## src/logic/ids_consts.svh

```systemverilog
`ifndef IDS_CONSTS_SVH
`define IDS_CONSTS_SVH

////////////////////////////////////////////////////////////////////////////////
// register byte offsets (avalon byte address bits [3:0])
`define IDS_OFF_EXT        4'h0
`define IDS_OFF_FLAGS      4'h4
`define IDS_OFF_IRQ_STS    4'h8
`define IDS_OFF_IRQ_MASK   4'hC

////////////////////////////////////////////////////////////////////////////////
// field positions
`define IDS_FLD_QFLAG      0
`define IDS_FLD_NEG        1
`define IDS_EVT_SIGNED     0
`define IDS_EVT_UNSIGNED   1
`define IDS_EVT_REM_DONE   2
`define IDS_NUM_EVT        3
`define IDS_LIT_W          8
`define IDS_DATA_W         32
`define IDS_REG_NUM_W      8

////////////////////////////////////////////////////////////////////////////////
// reset values
`define IDS_RST_EXT        32'h0000_0000
`define IDS_RST_QFLAG      1'b0
`define IDS_RST_NEG        1'b0
`define IDS_RST_MASK       3'h0

////////////////////////////////////////////////////////////////////////////////
// timing counts in clk_sys_in cycles
`define IDS_RESULT_LAT     1
`define IDS_BUS_LAT        2

`endif

```

## src/logic/ids_pkg.sv

```systemverilog
package ids_pkg;

  // operation presented by the decode stage
  typedef enum logic [2:0] {
    IDS_OP_NONE               = 3'h0,
    QUOTIENT_STEP_OP          = 3'h1,
    QUOTIENT_SETUP_OP         = 3'h2,
    QUOTIENT_FINAL_OP         = 3'h3,
    REMAINDER_FIX_OP          = 3'h4,
    SIGNED_LONG_QUOTIENT_OP   = 3'h5,
    UNSIGNED_LONG_QUOTIENT_OP = 3'h6
  } ids_op_e;

  // avalon slave answer state, one-hot
  typedef enum logic [1:0] {
    IDS_BUS_WAIT = 2'b01,
    IDS_BUS_ACK  = 2'b10
  } ids_bus_e;

  typedef struct packed {
    logic [31:0] ext;
    logic        qflag;
    logic        neg;
    logic        res_valid;
    logic [31:0] res_data;
    logic [7:0]  res_reg;
    logic        trap_valid;
    logic [1:0]  trap_kind;
    logic [7:0]  ptr_a;
    logic [7:0]  ptr_b;
    logic [7:0]  ptr_c;
    logic [2:0]  irq_sts;
    logic [2:0]  irq_mask;
    logic        irq;
    ids_bus_e    bus_st;
    logic        waitreq;
    logic [31:0] rdata;
  } ids_state_s;

endpackage

```

## src/logic/ids_addsub.sv

```systemverilog
`timescale 1ns/1ps
module ids_addsub
(
  input  wire logic [31:0] a_in,    // first operand
  input  wire logic [31:0] b_in,    // second operand
  input  wire logic        sub_in,  // 1: a - b, 0: a + b
  output logic      [31:0] sum_out, // result
  output logic             cout_out // carry out of bit 31
);

  logic [31:0] b_eff;

  // subtract as a + ~b + 1 so the carry keeps its adder meaning
  assign b_eff = sub_in ? ~b_in : b_in;
  assign {cout_out, sum_out} = {1'b0, a_in} + {1'b0, b_eff} + {32'h0000_0000, sub_in};

endmodule

```

## src/logic/ids_shift64.sv

```systemverilog
`timescale 1ns/1ps
module ids_shift64
(
  input  wire logic [31:0] hi_in,  // upper word
  input  wire logic [31:0] lo_in,  // lower word
  input  wire logic        fill_in,// bit entering position 0
  output logic      [31:0] hi_out, // upper word after shift
  output logic      [31:0] lo_out  // lower word after shift
);

  assign {hi_out, lo_out} = {hi_in[30:0], lo_in, fill_in};

endmodule

```

## src/logic/ids_divide_step_unit.sv

```systemverilog
// Notes on behaviour
// - step subtracts second operand when flag is 1, adds when 0
// - new flag is not(carry xor old flag xor top bit); top bit takes sum sign
// - step shifts sum and extension left, new flag enters bit zero
// - literal-select picks register or zero-extended 8-bit literal as second operand
// - setup sets flag to one, top bit takes sign of second operand
// - setup shifts second operand and extension left with zero entering
// - final step adds or subtracts like a step, writes unshifted sum, updates flags
// - final step shifts extension alone left, new flag entering bit zero
// - remainder fix writes first operand when flag is 1, else the sum
// - signed long divide traps, loading pointers to sources and destination
// - unsigned long divide traps distinctly, loading the same three pointers
//
// Design decisions made here: the address map and the Avalon-MM slave port.
`timescale 1ns/1ps
`include "ids_consts.svh"
module ids_divide_step_unit
  import ids_pkg::*;
(
  input  wire logic        clk_sys_in,                 // core clock, 200 MHz
  input  wire logic        arst_n_in,                  // async reset, active low
  input  wire logic        issue_valid_in,             // operation issued this cycle
  input  wire ids_op_e     op_in,                      // operation code
  input  wire logic [31:0] first_operand_in,           // first source value
  input  wire logic [31:0] second_operand_in,          // second source register value
  input  wire logic [7:0]  literal_in,                 // instruction literal
  input  wire logic        literal_sel_in,             // 1: use literal as second source
  input  wire logic [7:0]  first_operand_num_in,       // first source register number
  input  wire logic [7:0]  second_operand_num_in,      // second source register number
  input  wire logic [7:0]  result_target_num_in,       // destination register number
  output logic             result_valid_out,           // write-back strobe
  output logic      [31:0] result_data_out,            // write-back value
  output logic      [7:0]  result_target_out,          // write-back register number
  output logic             trap_valid_out,             // trap strobe
  output logic      [1:0]  trap_kind_out,              // bit0 signed, bit1 unsigned
  output logic      [7:0]  trap_operand_a_pointer_out, // first source reference
  output logic      [7:0]  trap_operand_b_pointer_out, // second source reference
  output logic      [7:0]  trap_result_pointer_out,    // destination reference
  output logic             quotient_step_flag_out,     // current flag
  output logic             irq_out,                    // level interrupt
  input  wire logic [3:0]  avs_address_in,             // byte address
  input  wire logic        avs_read_in,                // read request
  input  wire logic        avs_write_in,               // write request
  input  wire logic [31:0] avs_writedata_in,           // write data
  input  wire logic [3:0]  avs_byteenable_in,          // byte lanes
  output logic      [31:0] avs_readdata_out,           // read data
  output logic             avs_waitrequest_out         // stall
);

  //////////////////////////////////////////////////////////////////////////////
  // register decode, one-hot: ext, flags, status, mask

  function automatic logic [3:0] reg_sel(input logic [3:0] addr);
    logic [3:0] sel;
    sel = 4'h0;
    case (addr)
      `IDS_OFF_EXT:      sel = 4'h1;
      `IDS_OFF_FLAGS:    sel = 4'h2;
      `IDS_OFF_IRQ_STS:  sel = 4'h4;
      `IDS_OFF_IRQ_MASK: sel = 4'h8;
      default:           sel = 4'h0;
    endcase
    return sel;
  endfunction

  ids_state_s  st_q;
  ids_state_s  st_d;
  logic [31:0] be_mask;
  logic [31:0] opnd_b;
  logic [31:0] sum;
  logic        cout;
  logic        new_qflag;
  logic [31:0] sh_hi;
  logic [31:0] sh_lo;
  logic        is_setup;
  logic [3:0]  sel;
  logic [31:0] rd_mux;
  logic [2:0]  events;

  genvar gi;
  generate
    for (gi = 0; gi < 4; gi = gi + 1)
    begin : g_be
      assign be_mask[gi*8 +: 8] = {8{avs_byteenable_in[gi]}};
    end
  endgenerate

  //////////////////////////////////////////////////////////////////////////////
  // datapath

  assign opnd_b    = literal_sel_in ? {24'h00_0000, literal_in} : second_operand_in;
  assign is_setup  = (op_in == QUOTIENT_SETUP_OP);
  assign new_qflag = ~(cout ^ st_q.qflag ^ st_q.neg);
  assign sel      = reg_sel(avs_address_in);

  ids_addsub u_addsub
  (
    .a_in     (first_operand_in),
    .b_in     (opnd_b),
    .sub_in   (st_q.qflag),
    .sum_out  (sum),
    .cout_out (cout)
  );

  // setup shifts the second operand with zero fill, steps shift the sum
  ids_shift64 u_shift
  (
    .hi_in   (is_setup ? opnd_b : sum),
    .lo_in   (st_q.ext),
    .fill_in (is_setup ? 1'b0 : new_qflag),
    .hi_out  (sh_hi),
    .lo_out  (sh_lo)
  );

  always_comb
  begin
    rd_mux = 32'h0000_0000;
    case (sel)
      4'h1:    rd_mux = st_q.ext;
      4'h2:    rd_mux = {30'h0, st_q.neg, st_q.qflag};
      4'h4:    rd_mux = {29'h0, st_q.irq_sts};
      4'h8:    rd_mux = {29'h0, st_q.irq_mask};
      default: rd_mux = 32'h0000_0000;
    endcase
  end

  //////////////////////////////////////////////////////////////////////////////
  // next state

  always_comb
  begin
    st_d            = st_q;
    st_d.res_valid  = 1'b0;
    st_d.trap_valid = 1'b0;
    events          = 3'h0;

    // bus slave: request seen, answer one cycle later
    case (st_q.bus_st)
      IDS_BUS_WAIT:
      begin
        if (avs_read_in || avs_write_in)
        begin
          st_d.bus_st  = IDS_BUS_ACK;
          st_d.waitreq = 1'b0;
          st_d.rdata   = avs_read_in ? rd_mux : 32'h0000_0000;
        end
      end
      IDS_BUS_ACK:
      begin
        st_d.bus_st  = IDS_BUS_WAIT;
        st_d.waitreq = 1'b1;
        if (avs_write_in)
        begin
          if (sel[0])
            st_d.ext = (st_q.ext & ~be_mask) | (avs_writedata_in & be_mask);
          if (sel[1] && avs_byteenable_in[0])
          begin
            st_d.qflag = avs_writedata_in[`IDS_FLD_QFLAG];
            st_d.neg = avs_writedata_in[`IDS_FLD_NEG];
          end
          if (sel[3] && avs_byteenable_in[0])
            st_d.irq_mask = avs_writedata_in[2:0];
        end
        // clear only what the read reported
        if (avs_read_in && sel[2])
          st_d.irq_sts = st_q.irq_sts & ~st_q.rdata[2:0];
      end
      default:
      begin
        st_d.bus_st  = IDS_BUS_WAIT;
        st_d.waitreq = 1'b1;
      end
    endcase

    // instruction execution has priority over a bus write in the same cycle
    if (issue_valid_in)
    begin
      st_d.res_reg = result_target_num_in;
      case (op_in)
        QUOTIENT_STEP_OP:
        begin
          st_d.res_valid = 1'b1;
          st_d.res_data  = sh_hi;
          st_d.ext       = sh_lo;
          st_d.qflag     = new_qflag;
          st_d.neg       = sum[31];
        end
        QUOTIENT_SETUP_OP:
        begin
          st_d.res_valid = 1'b1;
          st_d.res_data  = sh_hi;
          st_d.ext       = sh_lo;
          st_d.qflag     = 1'b1;
          st_d.neg       = opnd_b[31];
        end
        QUOTIENT_FINAL_OP:
        begin
          st_d.res_valid = 1'b1;
          st_d.res_data  = sum;
          st_d.ext       = sh_lo;
          st_d.qflag     = new_qflag;
          st_d.neg       = sum[31];
        end
        REMAINDER_FIX_OP:
        begin
          st_d.res_valid = 1'b1;
          st_d.res_data  = st_q.qflag ? first_operand_in : sum;
          events[`IDS_EVT_REM_DONE] = 1'b1;
        end
        SIGNED_LONG_QUOTIENT_OP:
        begin
          st_d.trap_valid = 1'b1;
          st_d.trap_kind  = 2'b01;
          st_d.ptr_a      = first_operand_num_in;
          st_d.ptr_b      = second_operand_num_in;
          st_d.ptr_c      = result_target_num_in;
          events[`IDS_EVT_SIGNED] = 1'b1;
        end
        UNSIGNED_LONG_QUOTIENT_OP:
        begin
          st_d.trap_valid = 1'b1;
          st_d.trap_kind  = 2'b10;
          st_d.ptr_a      = first_operand_num_in;
          st_d.ptr_b      = second_operand_num_in;
          st_d.ptr_c      = result_target_num_in;
          events[`IDS_EVT_UNSIGNED] = 1'b1;
        end
        default:
        begin
          st_d.res_reg = st_q.res_reg;
        end
      endcase
    end

    // a new event wins over the read clear
    st_d.irq_sts = st_d.irq_sts | events;
    st_d.irq     = |(st_d.irq_sts & st_d.irq_mask);
  end

  always_ff @(posedge clk_sys_in or negedge arst_n_in)
  begin
    if (!arst_n_in)
    begin
      st_q            <= '0;
      st_q.ext        <= `IDS_RST_EXT;
      st_q.qflag      <= `IDS_RST_QFLAG;
      st_q.neg        <= `IDS_RST_NEG;
      st_q.irq_mask   <= `IDS_RST_MASK;
      st_q.bus_st     <= IDS_BUS_WAIT;
      st_q.waitreq    <= 1'b1;
    end
    else
    begin
      st_q <= st_d;
    end
  end

  //////////////////////////////////////////////////////////////////////////////
  // outputs

  assign result_valid_out           = st_q.res_valid;
  assign result_data_out            = st_q.res_data;
  assign result_target_out          = st_q.res_reg;
  assign trap_valid_out             = st_q.trap_valid;
  assign trap_kind_out              = st_q.trap_kind;
  assign trap_operand_a_pointer_out = st_q.ptr_a;
  assign trap_operand_b_pointer_out = st_q.ptr_b;
  assign trap_result_pointer_out    = st_q.ptr_c;
  assign quotient_step_flag_out     = st_q.qflag;
  assign irq_out                    = st_q.irq;
  assign avs_readdata_out           = st_q.rdata;
  assign avs_waitrequest_out        = st_q.waitreq;

  //////////////////////////////////////////////////////////////////////////////
  // checks, computed from the ports and st_q independently of the datapath

  logic [31:0] chk_b;
  logic [32:0] chk_sub;
  logic [32:0] chk_add;
  logic        chk_cout;
  logic [31:0] chk_step_result_target;
  logic [31:0] chk_setup_result_target;
  logic [30:0] chk_ext_lo;
  logic        chk_is_div;
  logic        chk_is_fin;

  assign chk_b          = literal_sel_in ? {24'h00_0000, literal_in} : second_operand_in;
  assign chk_sub        = {1'b0, first_operand_in} - {1'b0, chk_b};
  assign chk_add        = {1'b0, first_operand_in} + {1'b0, chk_b};
  assign chk_cout       = st_q.qflag ? ~chk_sub[32] : chk_add[32];
  assign chk_step_result_target  = {(st_q.qflag ? chk_sub[30:0] : chk_add[30:0]), st_q.ext[31]};
  assign chk_setup_result_target = {chk_b[30:0], st_q.ext[31]};
  assign chk_ext_lo     = st_q.ext[30:0];
  assign chk_is_div     = issue_valid_in && (op_in == QUOTIENT_STEP_OP);
  assign chk_is_fin     = issue_valid_in && (op_in == QUOTIENT_FINAL_OP);
endmodule

```

## config.mk

```make
export PLATFORM = sky130hd
export DESIGN_NAME = ids_divide_step_unit
export DESIGN_NICKNAME = d
export VERILOG_FILES = /design/src/logic/ids_pkg.sv /design/src/logic/ids_addsub.sv /design/src/logic/ids_shift64.sv /design/src/logic/ids_divide_step_unit.sv
export VERILOG_INCLUDE_DIRS = /design/src /design/src/logic
export SDC_FILE = /design/constraint.sdc
export NUM_CORES = 1
export LEC_CHECK = 0
export BUFFER_PORTS_ARGS = -buffer_cell sky130_fd_sc_hd__clkbuf_2
export CAP_MARGIN = 20
export CORE_MARGIN = 1
export CORE_UTILIZATION = 50
export DETAILED_ROUTE_END_ITERATION = 16
export PLACE_DENSITY = 0.84
export SLEW_MARGIN = 15
export SYNTH_ARGS = -nofsm -noshare
export SYNTH_HDL_FRONTEND = slang
export SYNTH_SLANG_ARGS = --single-unit
```

## constraint.sdc

```tcl
create_clock -name clk_sys_in -period 4.3 [get_ports clk_sys_in]
set_clock_uncertainty 0.2 [all_clocks]
set_input_delay 0.43 -clock clk_sys_in [delete_from_list [all_inputs] [get_ports clk_sys_in]]
set_output_delay 0.43 -clock clk_sys_in [all_outputs]
set_load 0.05 [all_outputs]
```

==> run metrics <==
DRT iter0 DRCs=516; VDD IR max=0.0003592 V; FMAX=258.6 MHz; GRT Total Usage=26.86%; Yosys warning count=0; share of cells above drive strength 1=29.11%; cell count after synthesis=1048; chip height=140.3 um; fin nets=1349; Detailed Route WL=25930 um; Top delay family on crit path=compound AO/OA/AOI/OAI gates; Worst setup SP type=flop; Rows=50; ant diodes=0; gr ovfl total=0; Pint=0.003825 W; Max Slew Vio Count=0; buffer count from post-CTS setup fixing=0; asr flop ratio synth=100.0%; Final min period=3.868 ns; IO buf count=247; Vias=8178; die width=140.3 um; Seq cells post-synth=143; Seq/Total Area, Yosys=37.43%; io pins=248; total power=0.007135 W; Comb power frac=52.9%; first-pass GRT wire length=41620 um; final setup vio count=0; Area Growth Syn to Fin=13.74%; Final Non-Filler Cells=1419; H-tree depth=4; initial core utilization=51.13%; Synth Flop Type=dfrtp_1; Sw Share=46.39%; syn_area_per_cell=9.126 um^2; status=completed; Worst-Margin Slew=0.9983 ns; worst-skew pair later-pin latency=0.43 ns; clock power share=20.9%; CP required=4.40 ns; Max Fanout on Critical Path=31; initial antenna violation count=0; Clock Pin Slew Worst Setup and Hold Paths=0.06 ns; dpl hpwl=19280 um; synthesized cell area=0.009564 mm^2; RSZ-0062 raised after global routing=no; largest net degree at the start of global routing=87; Core Area=0.01871 mm^2; Distinct cells, synth=65; clock root cell=clkbuf_16; worst rel slew slack=33.45%; Final GP Congestion=0.9516; slowest cell delay on critical path=0.84 ns; DRC=0; Seq pwr share=26.1%; NetSw=0.003310 W; vias in the first global route=8165; Fin Setup TNS=0 ns; Post-synth EDFFs=0; CTS tree=yes; crit path kind=flop to flop; Hold Fails Final Rpt=0; DR pass1 iterations=5; Post-Syn Nets=1225; post-route ant nets=0; number of buffers and inverters on the critical path=1; leak pwr=5.366 nW; CTS sink count=143; die area=0.01969 mm^2; Tcrit/Tclk final=89.95%; Pwr Density=655.9 mW/mm^2; Placed Cells incl. Taps=1386; Critical-path top delay cell=dfrtp_2; crit path capture type=flop; Worst Hold Class=primary input to flop; drt wl/cell=18.27 um; maxcap violations=0; vias per cell=5.763; cell with the most instances on the worst path=nor2_1; Worst Path Arrival=3.97 ns; Num CTS Buffers=17; CP Cell Sequence=buf_12 -> xnor2_1 -> ha_1 -> nand4_1 -> nor2_1 -> o2111ai_1 -> a31oi_1 -> nor2_1 -> xor2_1 -> o21ai_0 -> a221oi_1 -> nor2_1; clock tree buffer depth=2
-- per-layer routing --
metal / wire [um] / up-vias / part of all wire, % / global-route usage, %
li1: - / 3869 / - / -
met1: 10700 / 3889 / 41 / 33.27
met2: 12560 / 359 / 48 / 45.66
met3: 1866 / 61 / 7.2 / 5.744
met4: 799 / 0 / 3.1 / 10.64
met5: 0 / - / 0 / 0
-- stage by stage --
stage               util [%]  hold WS (ns)  instance area (um^2)  setup slack (ns)
finish                 58.15       0.01517                 10880            0.4323
global route           58.15       0.01782                 10880            0.1085
CTS                    58.15      0.003286                 10880            0.4834
detailed placement     54.94        0.2742                 10280            0.3268
global placement       54.94        0.2613                 10280            0.4230
floorplan                  -      -0.06559                  9564          0.003876
-- repair_timing --
item                                   CTS  global route
resized for setup                        0             0
hold buffers                             1             0
endpoints found under the hold margin   83             0
-- final cells by class --
| cell class | count | area (um^2) |
|---|---|---|
| clock buffers | 21 | 460.4 |
| clock inverters | 11 | 131.4 |
| fillers | 1608 | 7828 |
| inverters | 16 | 60.06 |
| multi-input cells | 730 | 4967 |
| flip-flops and latches | 143 | 3581 |
| well taps | 234 | 292.8 |
| repair buffers | 264 | 1385 |
-- sequential cells by signal, indices dropped and copies added (netlist names) --
signal and flops:
trap_valid_out 1, result_data_out 32, trap_result_pointer_out 8, chk_setup_result_target 1, avs_readdata_out 32, result_target_out 8, result_valid_out 1, trap_operand_a_pointer_out 8
trap_operand_b_pointer_out 8, chk_ext_lo 31, trap_kind_out 2, quotient_step_flag_out 1, st_q 9, irq_out 1
-- power groups by stage --
stage               logic, W  clock network, W  registers (W)
finish               0.00378           0.00149        0.00187
global route         0.00406           0.00157        0.00190
CTS                  0.00374           0.00152        0.00187
detailed placement   0.00372                 0        0.00189
global placement     0.00365                 0        0.00187
floorplan            0.00314                 0        0.00183
-- Yosys cell counts (4+ instances only) --
library cell	n	area, um^2
a21oi_1	66	330.3
o21a_1	8	60.06
o21ai_0	70	350.3
nor2b_1	5	31.28
a211oi_1	6	45.04
a22o_1	29	254.0
a221oi_1	12	105.1
nand4_1	9	56.30
nand2_1	118	442.9
clkbuf_1	51	191.4
nand2b_1	31	193.9
nor2_1	64	240.2
xnor2_1	45	394.1
nand3_1	18	90.09
inv_1	16	60.06
a22oi_1	4	30.03
buf_1	7	26.28
o211ai_1	7	52.55
ha_1	31	387.9
o22a_1	5	43.79
mux2_2	38	427.9
and3_1	5	31.28
buf_4	99	743.2
a31oi_1	8	50.05
mux2i_1	49	490.5
a21o_1	9	67.56
o22ai_1	6	37.54
nor3_1	11	55.05
o221ai_1	11	96.34
and2_1	7	43.79
xor2_1	17	148.9
o21bai_1	5	37.54
dfrtp_1	142	3553
-- cells in the final DEF (no fill, tap or decap), types with 3 or more instances in the layout --
cell type / netlist / layout
o21a_1: 8 / 8
dfrtp_1: 142 / 141
buf_4: 99 / 15
nand4_1: 9 / 9
xnor2_1: 45 / 45
a22oi_1: 4 / 4
nand2_1: 118 / 118
a211oi_1: 6 / 6
a21oi_1: 66 / 66
a221oi_1: 12 / 12
clkbuf_16: 0 / 17
nor2b_1: 5 / 5
mux2i_1: 49 / 49
nor3_1: 11 / 9
clkinvlp_4: 0 / 3
inv_1: 16 / 16
o22a_1: 5 / 5
a21o_1: 9 / 9
o221ai_1: 11 / 11
or3_1: 3 / 3
nor2_1: 64 / 64
and2_1: 7 / 7
nand2b_1: 31 / 31
o211ai_1: 7 / 7
mux2_2: 38 / 38
xor2_1: 17 / 17
nand4b_1: 3 / 3
o21bai_1: 5 / 5
ha_1: 31 / 31
clkinv_4: 0 / 3
o22ai_1: 6 / 6
nand3_1: 18 / 18
o21ai_0: 70 / 70
a22o_1: 29 / 29
clkbuf_2: 1 / 246
a31oi_1: 8 / 8
and3_1: 5 / 5
-- worst reg2reg max path: stages (launching register included) --
cell and delay [ns]:
dfrtp_2 0.84, buf_12 0.30, xnor2_1 0.14, ha_1 0.39
nand4_1 0.17, nor2_1 0.21, o2111ai_1 0.19, a31oi_1 0.38
nor2_1 0.13, xor2_1 0.27, o21ai_0 0.12, a221oi_1 0.35
nor2_1 0.07
-- path summary, 6_finish.rpt --
path	startpoint	to	slack, ns	cells past startpoint
hold / removal	avs_write_in	st_q[33]$_DFFE_PN1P_	0.02	2
hold reg to reg	trap_kind_out[1]$_DFFE_PN0P_	trap_kind_out[1]$_DFFE_PN0P_	0.29	2
max in group asynchronous	arst_n_in	avs_readdata_out[7]$_DFFE_PN0P_	2.55	3
min in group asynchronous	arst_n_in	avs_readdata_out[28]$_DFFE_PN0P_	0.43	2
setup / recovery	quotient_step_flag_out$_DFF_PN0_	result_data_out[22]$_DFFE_PN0P_	0.43	12
setup reg to reg	quotient_step_flag_out$_DFF_PN0_	result_data_out[22]$_DFFE_PN0P_	0.43	12
-- cell families (layout without fill, tap and decap cells) --
family          Yosys count  after routing  synth area share [%]
buf+inv                 175            312                 10.78
flops                   143            143                 37.43
fa+ha+maj                32             32                 4.265
mux                      90             90                 10.22
compound gates          264            264                 18.13
xor+xnor                 62             62                 5.678
simple gates            282            282                 13.50
Note: power is estimated with default switching activity, not from simulation.
